==> config.mk <==
export PLATFORM = sky130hd
export DESIGN_NAME = tpm_top
export DESIGN_NICKNAME = d
export VERILOG_FILES = /design/src/inc/tpm_pkg.sv /design/src/rtl/tpm_deadtime.sv /design/src/rtl/tpm_top.sv
export VERILOG_INCLUDE_DIRS = /design/src /design/src/inc
export SDC_FILE = /design/constraint.sdc
export NUM_CORES = 1
export LEC_CHECK = 0
export BUFFER_PORTS_ARGS = -buffer_cell sky130_fd_sc_hd__buf_2
export CORE_MARGIN = 4
export CORE_UTILIZATION = 50
export CTS_CLUSTER_SIZE = 10
export DETAILED_ROUTE_END_ITERATION = 6
export PLACE_DENSITY = 0.76
export SLEW_MARGIN = 20
export SYNTH_ARGS = -nofsm -noshare
export SYNTH_HDL_FRONTEND = slang
export SYNTH_HIERARCHICAL = 1
export SYNTH_SLANG_ARGS = --single-unit
==> constraint.sdc <==
create_clock -name clk -period 4.5 [get_ports clk]
set_input_delay 0.225 -clock clk [delete_from_list [all_inputs] [get_ports clk]]
set_output_delay 0.225 -clock clk [all_outputs]
set_load 0.02 [all_outputs]
==> src/inc/tpm_defs.svh <==
// register offsets, field positions and reset values of the motor pwm unit
`ifndef TPM_DEFS_SVH
`define TPM_DEFS_SVH
// ----------------------------------------
// register byte offsets
// ----------------------------------------
`define TPM_A_CTRL 8'h00
`define TPM_A_PPSC 8'h04
`define TPM_A_TPSC 8'h08
`define TPM_A_PER 8'h0C
`define TPM_A_CU 8'h10
`define TPM_A_CV 8'h14
`define TPM_A_CW 8'h18
`define TPM_A_REP 8'h1C
`define TPM_A_DT 8'h20
`define TPM_A_POL 8'h24
`define TPM_A_TCMP 8'h28
`define TPM_A_TCAP 8'h2C
`define TPM_A_PEND 8'h30
`define TPM_A_IEN 8'h34
`define TPM_A_STAT 8'h38
// ----------------------------------------
// control register fields
// ----------------------------------------
`define TPM_C_PWMEN 0
`define TPM_C_MODE 1
`define TPM_C_DTEN 2
`define TPM_C_TACEN 3
`define TPM_C_CLRCAP 4
`define TPM_C_RISE 5
`define TPM_C_FALL 6
`define TPM_C_ESTEN 7
`define TPM_C_OE 8
// ----------------------------------------
// pending and enable bits, index = priority; estop bit 8 is pending only, with no enable bit or priority
// ----------------------------------------
`define TPM_I_XFER 0
`define TPM_I_ZERO 1
`define TPM_I_PER 2
`define TPM_I_CAP 3
`define TPM_I_CU 4
`define TPM_I_CV 5
`define TPM_I_CW 6
`define TPM_I_OVF 7
`define TPM_I_EST 8
// ----------------------------------------
// reset values
// ----------------------------------------
`define TPM_RST_CTRL 9'h000
`define TPM_RST_TCMP 8'hFF
`define TPM_RST_ZERO 32'h0000_0000
`endif

==> src/inc/tpm_pkg.sv <==
// types shared by the motor pwm unit
package tpm_pkg;
	typedef enum logic {TPM_DOWN, TPM_UP} tpm_dir_t;

	typedef struct packed {
		logic ack;
		logic [31:0] rdat;
		logic [8:0] ctrl;
		logic [7:0] ppsc;
		logic [11:0] tpsc;
		logic [9:0] per_pre;
		logic [10:0] cu_pre;
		logic [10:0] cv_pre;
		logic [10:0] cw_pre;
		logic [7:0] rep;
		logic [5:0] dt;
		logic [5:0] pol;
		logic [7:0] tcmp;
		logic [15:0] tcap;
		logic [8:0] pend;
		logic [7:0] ien;
		logic [7:0] pcnt;
		logic [11:0] tpcnt;
		logic [9:0] cnt;
		tpm_dir_t dir;
		logic [7:0] rep_cnt;
		logic [9:0] per;
		logic [10:0] cu;
		logic [10:0] cv;
		logic [10:0] cw;
		logic [2:0] ph;
		logic [15:0] tcnt;
		logic tprev;
		logic en_prev;
		logic half;
		logic [5:0] pins;
		logic [2:0] vec;
		logic any;
	} tpm_state_t;
endpackage

==> src/rtl/tpm_deadtime.sv <==
// dead-time generator for one phase: delayed high and low side outputs
`timescale 1ns/1ps
`default_nettype none
module tpm_deadtime #(
	parameter int DT_W = 6
) (
	input wire logic clk,
	input wire logic resetn,
	input wire logic tick,
	input wire logic dt_enable,
	input wire logic [DT_W-1:0] dt_value,
	input wire logic phase_in,
	output logic high_out,
	output logic low_out
);
	if (DT_W != 6) begin : g_chk
		$error("tpm_deadtime serves a 6-bit dead time only");
	end

	typedef struct packed {
		logic prev;
		logic [DT_W-1:0] cnt;
		logic h;
		logic l;
	} tpm_dt_t;

	tpm_dt_t s_reg;
	tpm_dt_t s_next;

	// ----------------------------------------
	// delay logic
	// ----------------------------------------
	always_comb begin
		s_next = s_reg;
		s_next.prev = phase_in;
		if (!dt_enable) begin
			s_next.h = phase_in;
			s_next.l = ~phase_in;
			s_next.cnt = '0;
		end else if (phase_in != s_reg.prev) begin
			// both sides off at once: the rising side waits the dead time
			s_next.h = 1'b0;
			s_next.l = 1'b0;
			s_next.cnt = dt_value;
			if (dt_value == '0) begin
				s_next.h = phase_in;
				s_next.l = ~phase_in;
			end
		end else if (s_reg.cnt != '0) begin
			// a phase edge inside the wait restarts it, so a short pulse
			// never appears at all
			if (tick) begin
				s_next.cnt = s_reg.cnt - 1'b1;
				if (s_reg.cnt == {{(DT_W-1){1'b0}}, 1'b1}) begin
					s_next.h = phase_in;
					s_next.l = ~phase_in;
				end
			end
		end else begin
			s_next.h = phase_in;
			s_next.l = ~phase_in;
		end
	end

	always_ff @(posedge clk or negedge resetn) begin
		if (!resetn) begin
			s_reg <= '0;
		end else begin
			s_reg <= s_next;
		end
	end

	assign high_out = s_reg.h;
	assign low_out = s_reg.l;
endmodule
`default_nettype wire

==> src/rtl/tpm_top.sv <==
// three-phase motor pwm unit with tacho capture and wishbone registers
// Behaviour
// - enabled tacho edge captures count, may clear it, raises capture event
// - tacho count clocked from pwm clock, 12-bit prescaler, divide 1..4096
// - counter high byte reaching tacho compare raises overflow event
// - pwm counter ticks through 8-bit prescaler, divide 1..256
// - centre mode counts up to period, down to zero, up again
// - classical mode counts up to period, clears, counts up again
// - centre mode: phase low at up match, high at down match
// - phase compare uses counter zero-extended to 11 bits
// - compare above period holds phase high, compare zero holds it low
// - classical mode: phase low at match, high when counter clears
// - preloads copied to active compares at counter zero with repeat zero
// - transfers happen once every N pwm cycles, N from 1 to 256
// - high side follows phase with delayed rising edge
// - low side is inverted phase with delayed rising edge
// - dead time disabled means no added delay
// - pulse shorter than dead time is suppressed
// - each of six outputs individually inverted by polarity bits
// - eight interrupt requests plus emergency-stop request
// - fixed priority: transfer, zero, period, capture, U, V, W, overflow
// - emergency stop disables motor outputs and requests an interrupt
// - pending bits set only when enabled; cleared only by software
`timescale 1ns/1ps
`default_nettype none
`include "tpm_defs.svh"
module tpm_top (
	input wire logic clk,
	input wire logic resetn,
	input wire logic wb_cyc_i,
	input wire logic wb_stb_i,
	input wire logic wb_we_i,
	input wire logic [7:0] wb_adr_i,
	input wire logic [3:0] wb_sel_i,
	input wire logic [31:0] wb_dat_i,
	output logic [31:0] wb_dat_o,
	output logic wb_ack_o,
	input wire logic tacho_in,
	input wire logic estop_in,
	output logic phase_u_high_pin,
	output logic phase_u_low_pin,
	output logic phase_v_high_pin,
	output logic phase_v_low_pin,
	output logic phase_w_high_pin,
	output logic phase_w_low_pin,
	output logic pins_oe,
	output logic [7:0] irq_req,
	output logic [2:0] irq_vector,
	output logic irq_any,
	output logic irq_estop
);
	tpm_pkg::tpm_state_t s_reg;
	tpm_pkg::tpm_state_t s_next;

	logic [2:0] dt_h;
	logic [2:0] dt_l;
	logic [10:0] cmp [3];
	logic [5:0] dtv;

	// ----------------------------------------
	// byte-lane merge for partial writes
	// ----------------------------------------
	function automatic logic [31:0] wmerge(
		input logic [31:0] o,
		input logic [31:0] d,
		input logic [3:0] sl
	);
		logic [31:0] r;
		r = o;
		for (int b = 0; b < 4; b++) begin
			if (sl[b]) begin
				r[8*b +: 8] = d[8*b +: 8];
			end
		end
		return r;
	endfunction

	// phase level from the live counter, direction and active compare
	function automatic logic phase_lvl(
		input logic [10:0] c,
		input logic [9:0] cnt,
		input logic [9:0] per,
		input logic centre,
		input logic down
	);
		logic r;
		r = 1'b0;
		if (c == 11'h000) begin
			r = 1'b0;
		end else if (c > {1'b0, per}) begin
			r = 1'b1;
		end else if (centre && down) begin
			r = ({1'b0, cnt} <= c);
		end else begin
			r = ({1'b0, cnt} < c);
		end
		return r;
	endfunction

	// ----------------------------------------
	// dead-time generators
	// ----------------------------------------
	assign cmp[0] = s_reg.cu;
	assign cmp[1] = s_reg.cv;
	assign cmp[2] = s_reg.cw;
	assign dtv = s_reg.dt;

	for (genvar g = 0; g < 3; g++) begin : g_dt
		tpm_deadtime #(
			.DT_W(6)
		) u_dt (
			.clk(clk),
			.resetn(resetn),
			.tick(s_reg.half),
			.dt_enable(s_reg.ctrl[`TPM_C_DTEN]),
			.dt_value(dtv),
			.phase_in(s_reg.ph[g]),
			.high_out(dt_h[g]),
			.low_out(dt_l[g])
		);
	end

	// ----------------------------------------
	// next-state logic
	// ----------------------------------------
	logic acc;
	logic wr;
	logic [31:0] rd;
	logic [31:0] m;
	logic [8:0] clr;
	logic [8:0] set;
	logic en;
	logic ptick;
	logic ttick;
	logic step;
	logic [9:0] cn;
	logic xfer;
	logic cap;
	logic est;
	logic [15:0] inc;
	logic [5:0] raw;

	always_comb begin
		s_next = s_reg;
		acc = wb_cyc_i & wb_stb_i & ~s_reg.ack;
		wr = acc & wb_we_i;
		set = '0;
		clr = '0;
		cn = s_reg.cnt;
		inc = s_reg.tcnt + 16'h0001;
		raw = '0;
		// read view; also the old value for byte-lane merging
		unique case (wb_adr_i)
			`TPM_A_CTRL: rd = {23'h0, s_reg.ctrl};
			`TPM_A_PPSC: rd = {24'h0, s_reg.ppsc};
			`TPM_A_TPSC: rd = {20'h0, s_reg.tpsc};
			`TPM_A_PER: rd = {22'h0, s_reg.per_pre};
			`TPM_A_CU: rd = {21'h0, s_reg.cu_pre};
			`TPM_A_CV: rd = {21'h0, s_reg.cv_pre};
			`TPM_A_CW: rd = {21'h0, s_reg.cw_pre};
			`TPM_A_REP: rd = {24'h0, s_reg.rep};
			`TPM_A_DT: rd = {26'h0, s_reg.dt};
			`TPM_A_POL: rd = {26'h0, s_reg.pol};
			`TPM_A_TCMP: rd = {24'h0, s_reg.tcmp};
			`TPM_A_TCAP: rd = {16'h0, s_reg.tcap};
			`TPM_A_PEND: rd = {23'h0, s_reg.pend};
			`TPM_A_IEN: rd = {24'h0, s_reg.ien};
			`TPM_A_STAT: rd = {15'h0, s_reg.dir, 6'h0, s_reg.cnt};
			default: rd = `TPM_RST_ZERO;
		endcase
		m = wmerge(rd, wb_dat_i, wb_sel_i);
		s_next.ack = acc;
		if (acc) begin
			s_next.rdat = rd;
		end
		if (wr) begin
			unique case (wb_adr_i)
				`TPM_A_CTRL: s_next.ctrl = m[8:0];
				`TPM_A_PPSC: s_next.ppsc = m[7:0];
				`TPM_A_TPSC: s_next.tpsc = m[11:0];
				`TPM_A_PER: s_next.per_pre = m[9:0];
				`TPM_A_CU: s_next.cu_pre = m[10:0];
				`TPM_A_CV: s_next.cv_pre = m[10:0];
				`TPM_A_CW: s_next.cw_pre = m[10:0];
				`TPM_A_REP: s_next.rep = m[7:0];
				`TPM_A_DT: s_next.dt = m[5:0];
				`TPM_A_POL: s_next.pol = m[5:0];
				`TPM_A_TCMP: s_next.tcmp = m[7:0];
				`TPM_A_PEND: clr = wb_dat_i[8:0] & {wb_sel_i[1], {8{wb_sel_i[0]}}};
				`TPM_A_IEN: s_next.ien = m[7:0];
				default: ;
			endcase
		end

		// pwm prescaler and counter
		en = s_reg.ctrl[`TPM_C_PWMEN];
		ptick = en && (s_reg.pcnt == s_reg.ppsc);
		step = ptick;
		s_next.pcnt = (!en || ptick) ? 8'h00 : s_reg.pcnt + 8'h01;
		if (!en) begin
			s_next.cnt = '0;
			s_next.dir = tpm_pkg::TPM_UP;
		end else if (step) begin
			if (!s_reg.ctrl[`TPM_C_MODE]) begin
				cn = (s_reg.cnt >= s_reg.per) ? 10'h000 : s_reg.cnt + 10'h001;
			end else if (s_reg.dir == tpm_pkg::TPM_UP) begin
				if (s_reg.cnt >= s_reg.per) begin
					cn = (s_reg.cnt == 10'h000) ? 10'h000 : s_reg.cnt - 10'h001;
					s_next.dir = (cn == 10'h000) ? tpm_pkg::TPM_UP : tpm_pkg::TPM_DOWN;
				end else begin
					cn = s_reg.cnt + 10'h001;
				end
			end else begin
				cn = s_reg.cnt - 10'h001;
				if (cn == 10'h000) begin
					s_next.dir = tpm_pkg::TPM_UP;
				end
			end
			s_next.cnt = cn;
		end

		// compare events on the step that reaches the value
		set[`TPM_I_ZERO] = step && (cn == 10'h000);
		set[`TPM_I_PER] = step && (cn == s_reg.per);
		set[`TPM_I_CU] = step && ({1'b0, cn} == s_reg.cu);
		set[`TPM_I_CV] = step && ({1'b0, cn} == s_reg.cv);
		set[`TPM_I_CW] = step && ({1'b0, cn} == s_reg.cw);

		// preload transfer; the enabling edge loads once as well
		s_next.en_prev = en;
		xfer = (en && !s_reg.en_prev) ||
			(step && cn == 10'h000 && s_reg.rep_cnt == 8'h00);
		if (!en) begin
			s_next.rep_cnt = 8'h00;
		end else if (xfer) begin
			s_next.rep_cnt = s_reg.rep;
			s_next.per = s_reg.per_pre;
			s_next.cu = s_reg.cu_pre;
			s_next.cv = s_reg.cv_pre;
			s_next.cw = s_reg.cw_pre;
		end else if (step && cn == 10'h000) begin
			s_next.rep_cnt = s_reg.rep_cnt - 8'h01;
		end
		set[`TPM_I_XFER] = xfer;

		// phase levels
		for (int p = 0; p < 3; p++) begin
			s_next.ph[p] = phase_lvl(cmp[p], s_reg.cnt, s_reg.per,
				s_reg.ctrl[`TPM_C_MODE], s_reg.dir == tpm_pkg::TPM_DOWN);
		end

		// tacho prescaler, counter and capture
		ttick = ptick && (s_reg.tpcnt == s_reg.tpsc);
		if (!en) begin
			s_next.tpcnt = 12'h000;
		end else if (ptick) begin
			s_next.tpcnt = ttick ? 12'h000 : s_reg.tpcnt + 12'h001;
		end
		s_next.tprev = tacho_in;
		cap = s_reg.ctrl[`TPM_C_TACEN] &&
			((tacho_in && !s_reg.tprev && s_reg.ctrl[`TPM_C_RISE]) ||
			(!tacho_in && s_reg.tprev && s_reg.ctrl[`TPM_C_FALL]));
		if (s_reg.ctrl[`TPM_C_TACEN] && ttick) begin
			// reaching the compare also restarts the count
			if (inc[15:8] == s_reg.tcmp && s_reg.tcnt[15:8] != s_reg.tcmp) begin
				set[`TPM_I_OVF] = 1'b1;
				s_next.tcnt = 16'h0000;
			end else begin
				s_next.tcnt = inc;
			end
		end
		if (cap) begin
			s_next.tcap = s_reg.tcnt;
			if (s_reg.ctrl[`TPM_C_CLRCAP]) begin
				s_next.tcnt = 16'h0000;
			end
		end
		set[`TPM_I_CAP] = cap;

		// emergency stop: hardware clear of output enable beats software
		est = estop_in && s_reg.ctrl[`TPM_C_ESTEN];
		if (est) begin
			s_next.ctrl[`TPM_C_OE] = 1'b0;
		end
		set[7:0] = set[7:0] & s_reg.ien;
		set[`TPM_I_EST] = est;
		// stop pending cannot be cleared while the input still stands
		clr[`TPM_I_EST] = clr[`TPM_I_EST] & ~estop_in;
		s_next.pend = (s_reg.pend & ~clr) | set;

		// fixed priority, lowest index wins
		s_next.any = |s_next.pend[7:0];
		s_next.vec = 3'h0;
		for (int i = 7; i >= 0; i--) begin
			if (s_next.pend[i]) begin
				s_next.vec = 3'(i);
			end
		end

		// pins
		s_next.half = ~s_reg.half;
		for (int p = 0; p < 3; p++) begin
			raw[2*p] = dt_h[p];
			raw[2*p+1] = dt_l[p];
		end
		s_next.pins = (raw ^ s_reg.pol) & {6{s_next.ctrl[`TPM_C_OE]}};
	end

	// ----------------------------------------
	// state register
	// ----------------------------------------
	always_ff @(posedge clk or negedge resetn) begin
		if (!resetn) begin
			s_reg <= '0;
			s_reg.ctrl <= `TPM_RST_CTRL;
			s_reg.tcmp <= `TPM_RST_TCMP;
			s_reg.dir <= tpm_pkg::TPM_UP;
		end else begin
			s_reg <= s_next;
		end
	end

	// ----------------------------------------
	// outputs
	// ----------------------------------------
	assign wb_ack_o = s_reg.ack;
	assign wb_dat_o = s_reg.rdat;
	assign phase_u_high_pin = s_reg.pins[0];
	assign phase_u_low_pin = s_reg.pins[1];
	assign phase_v_high_pin = s_reg.pins[2];
	assign phase_v_low_pin = s_reg.pins[3];
	assign phase_w_high_pin = s_reg.pins[4];
	assign phase_w_low_pin = s_reg.pins[5];
	assign pins_oe = s_reg.ctrl[`TPM_C_OE];
	assign irq_req = s_reg.pend[7:0];
	assign irq_vector = s_reg.vec;
	assign irq_any = s_reg.any;
	assign irq_estop = s_reg.pend[`TPM_I_EST];
endmodule
`default_nettype wire

After elaboration in Yosys (flattened, before gate mapping) --
Index checks and enable logic that the tools add are counted.
Storage, ports and cells: flip-flop bits (word level) 292, output and inout port bits 53, input bits 51
Operators by class: bitwise gates (word level) 18, eq/ne operators 43, multiplexer cells 83, $lt $le $gt $ge 10, $add $sub $neg 9, reduce and logical (&&, ||, !) cells 59
Operator list (count):
- case mux 17 bit (15 select lines) | 1
- two-way mux 8 bit | 17
- two-way mux 100 bit | 1
- two-way mux 10 bit | 8
- two-way mux 16 bit | 4
- equality test 8 x 6 -> 1 bit, second input constant | 7
- two-way mux 11 bit | 5
- two-way mux 12 bit | 4
- zero test 10 bit | 4
- AND reduction 2 bit | 20
- equality test 10 x 11 -> 1 bit | 3
- greater-than comparator 11 x 10 -> 1 bit | 3
- <= comparator 10 x 11 -> 1 bit | 3
- zero test 11 bit | 3
- less-than comparator 10 x 11 -> 1 bit | 3
- equality test 8 x 5 -> 1 bit, second input constant | 4
- two-way mux 6 bit | 5
- two-way mux 9 bit | 3
- two-way mux 3 bit | 8
- inequality test 4 x 3 -> 1 bit, second input constant | 6
- bitwise AND 9 bit | 2
- equality test 6 x 1 -> 1 bit, second input constant | 3
- logical AND 1 bit | 18
- two-way mux 2 bit | 9
- 33 further kinds | 78

Logic depth before layout (Yosys ltp) --
word-level depth 21, gate-level depth with buffers 16, mapped depth without buffers 13

Modules after synthesis --
Netlist, hierarchy kept.
Modules (own cells, without submodules):
- tpm_top | sequential area each 6642.6 um^2, times used 1, area an instance 15823.9 um^2, cells each 1574
- tpm_deadtime | sequential area each 225.2 um^2, times used 3, area an instance 585.6 um^2, cells each 59

Worst setup path before layout --
Ideal clock, no wire load.
kind register -> register, start point register s_reg[84] (netlist name), end point register s_reg (netlist bit irq_any), stages on the path, launching flop included 16, period minus slack after synthesis 3.874 ns, data required time 4.361 ns, setup time 0.139 ns, data arrival time 3.735 ns, setup slack 0.626 ns, path through dfrtp_1 > buf_2 > inv_1 > ha_1 > nand2b_1 > a21o_1 > a211o_1 > buf_2 > or4_1 > and2_4 > a31oi_4 > nor4b_4 > a2bb2oi_2 > a2bb2oi_2 > nand4_1 > or4_1
RTL lines:
- start: declaration | line tpm_top.sv:52 | tpm_pkg::tpm_state_t s_reg;
- start signal: assignment | line tpm_top.sv:319 | s_reg <= s_next;

==> results.py <==
metrics = {
    "outcome": {
        "outcome": "completed",
    },
    "power_and_ir_drop": {
        "leakage_nw": 9.14,
        "ir_worst_vdd_mv": 0.247,
        "power-per-cell-area_nw_per_um2": 284,
        "p_total_mw": 5.62,
    },
    "clocking": {
        "clk_pin_slew_worst_paths_ns": 0.06,
        "clock_sinks": 292,
        "cts_setup_buffers": 0,
        "ctsHtreeMaxLevel": 2,
        "cts_buffer_depth": 3,
        "cts-root-buf": "clkbuf_16",
        "clock_latency_ns": 0.52,
        "numCtsBuffers": 36,
        "cts_tree": "done",
    },
    "floorplan": {
        "fp.dieArea_um2": 38200,
        "num_io_pins": 104,
        "fp.dieW_um": 196,
        "coreArea_um2": 34600,
        "die_h_um": 196,
        "rows": 68,
        "initial_core_util": 0.508,
    },
    "cells_and_area": {
        "largest_reg_flops": 187,
        "fin_cells": 2317,
        "antenna_cells": 0,
        "final_layout_size_suffix_gt1_frac": 0.218,
        "area_growth_pct": 12.4,
        "nNetsFinal": 1984,
    },
    "placed_design": {
        "hpwl_mm": 43.8,
        "place.gp.congestion": 1.05,
        "place_inst": 2260,
        "io_buffers": 66,
    },
    "global_route": {
        "met3_usage": 0.0645,
        "grt_max_degree": 130,
        "met2_usage": 0.463,
        "gr-total-overflow": 0,
        "gr-usage-all-layers": 0.304,
        "first_global_vias": 14847,
        "grt_pass1_wl_mm": 90.5,
        "antenna_found_initial": 0,
        "grt_use_met1": 0.416,
        "top_usage_layer": "met2",
    },
    "setup_path": {
        "ff2ff_path_depth": 14,
        "cp_common_cell": "or4_1",
        "required_ns": 4.89,
        "path_class": "reg -> reg",
        "cp.arrival_ns": 4.60,
        "crit_slowest_cell": "or4_1",
        "max_stage_delay_ns": 0.63,
        "start_kind": "flip-flop",
        "cp_max_fo": 10,
        "end_kind": "flip-flop",
        "path_cells": "inv_1 -> ha_1 -> a211oi_1 -> nor2_1 -> a211o_1 -> or4_1 -> and2_4 -> a31oi_4 -> nor4b_4 -> a2bb2oi_4 -> buf_4 -> a2bb2oi_2 -> nand4_1 -> or4_1",
    },
    "detailed_routing": {
        "drt-initial-drc-count": 1904,
        "routed_wl_mm": 59.1,
        "vias": 14945,
        "wire_per_inst_um": 25.5,
        "route.detailed.drc": 0,
        "first_pass_iters": 7,
        "viasPerCell": 6.45,
        "ant_nets": 0,
    },
    "timing": {
        "max_slew_margin": 0.352,
        "min_period_over_period": 0.934,
        "worst-slew-pin-transition_ns": 0.965,
        "setup_viol": 0,
        "rsz0062_at_grt": "no",
        "tns_ns": 0,
        "fmax_ghz": 0.238,
        "hold_violations": 0,
        "fin_skew_ns": 0.0255,
        "period_needed_ns": 4.20,
        "slew_viol_final": 0,
    },
    "flow_run": {
        "drv_cap": 0,
    },
    "synthesis": {
        "yosysWarnings": 6,
        "synth_cell_types": 88,
        "synthesis.area_um2": 17600,
        "async_flop_share": 1.00,
        "ys_top_cells_by_count": "dfrtp_1 (283), nand2_1 (151), mux2_2 (145)",
        "yosys_most_used_dff": "dfrtp_1",
        "synthTopCellsByArea": "dfrtp_1 (40%), mux2_2 (9.3%), ha_1 (6.2%), xnor2_1 (3.5%), nand2_1 (3.2%)",
        "synth_top_area_share": 0.403,
        "netlist_instances": 1751,
        "synth_most_common_cell": "dfrtp_1",
        "syn_area_per_cell_um2": 10.0,
        "ys_ff_latch": 292,
        "synth_edf_count": 0,
        "synth_top_area_cell": "dfrtp_1",
        "seq_area_frac_synth": 0.416,
    },
    "min_path": {
        "hold_path.class": "in -> reg",
        "hold-path-cell-count": 3,
    },
}
-- area by class of cell --
class,count,area (µm²)
multi-input combinational,1277,9400
tap,455,569
inverter,83,312
clock buffer,49,991
clock inverter,5,111
timing repair buffer,156,1060
sequential,292,7320
fill,2908,14900
-- power by group --
part | internal, mW | switching, mW | total (mW) | leakage, nW
clock | 1.65 | 1.10 | 2.75 | 0.533
combinational | 0.0594 | 0.155 | 0.214 | 4.68
sequential | 2.64 | 0.0152 | 2.65 | 3.92
total | 4.35 | 1.27 | 5.62 | 9.14
-- cells in the final DEF (no fill, tap or decap), types with 27 or more instances in the layout --
| cell | instances |
|---|---|
| xnor2_1 | 70 |
| ha_1 | 87 |
| o21ai_0 | 92 |
| a22oi_1 | 41 |
| nand3_1 | 50 |
| a21oi_1 | 64 |
| dfrtp_1 | 283 |
| buf_2 | 65 |
| nor2_1 | 108 |
| inv_1 | 81 |
| nand2_1 | 151 |
| and3_1 | 27 |
| buf_4 | 84 |
| mux2_2 | 145 |
| xor2_1 | 30 |
| nand4_1 | 38 |
| clkbuf_16 | 37 |
-- timing repair --
| action | CTS | global route |
|---|---|---|
| endpoints found under the setup margin | 0 | 0 |
| hold endpoints to repair | 84 | 0 |
| resized for setup | 0 | 0 |
| hold buffers | 3 | 0 |
-- path summary, 6_finish.rpt --
path / start / end / slack [ns]
worst max-delay path: s_reg[72]$_DFFE_PN0P_ / irq_any$_DFF_PN0_ / 0.30
min in group asynchronous: resetn / dtv[1]$_DFFE_PN0P_ / 0.32
worst max register to register: s_reg[72]$_DFFE_PN0P_ / irq_any$_DFF_PN0_ / 0.30
max in group asynchronous: resetn / s_reg[183]$_DFFE_PN0P_ / 3.06
worst min register to register: wb_dat_o[15]$_DFFE_PN0P_ / wb_dat_o[15]$_DFFE_PN0P_ / 0.46
worst min-delay path: estop_in / irq_estop$_DFF_PN0_ / 0.06
-- metal layers --
| metal | routed length (µm) | part of all wire |
|---|---|---|
| met5 | 0 | 0 |
| met1 | 24200 | 0.41 |
| met2 | 26100 | 0.44 |
| met4 | 3280 | 0.056 |
| met3 | 5560 | 0.094 |
-- critical path: cells and delay by family, from the launching register on --
family / cells / cell delay (ns)
fa+ha+maj: 1 / 0.32
simple gates: 6 / 1.65
buf+inv: 2 / 0.28
compound gates: 5 / 1.38
flops: 1 / 0.42
-- through the flow --
stage	worst slack [ns]	util	cell area, µm²	hold WS (ns)
finish	0.297	0.571	19800	0.0604
global route	0.0399	0.571	19800	0.0810
CTS	0.356	0.570	19800	0.0432
detailed placement	0.385	0.538	18600	0.296
global placement	0.467	0.538	18600	0.280
floorplan	0.626	-	17600	-0.0706
-- logic make-up (layout without fill, tap and decap cells) --
family          count (synthesis)  in the layout  share of synthesized area
xor+xnor                      101            101                     0.0503
other cells                     1             15                   0.000213
fa+ha+maj                      87             87                     0.0619
compound gates                379            379                      0.150
mux                           176            176                      0.114
buf+inv                       196            293                     0.0534
flops                         292            292                      0.416
simple gates                  519            519                      0.154
Note: power is estimated with default switching activity, not from simulation.
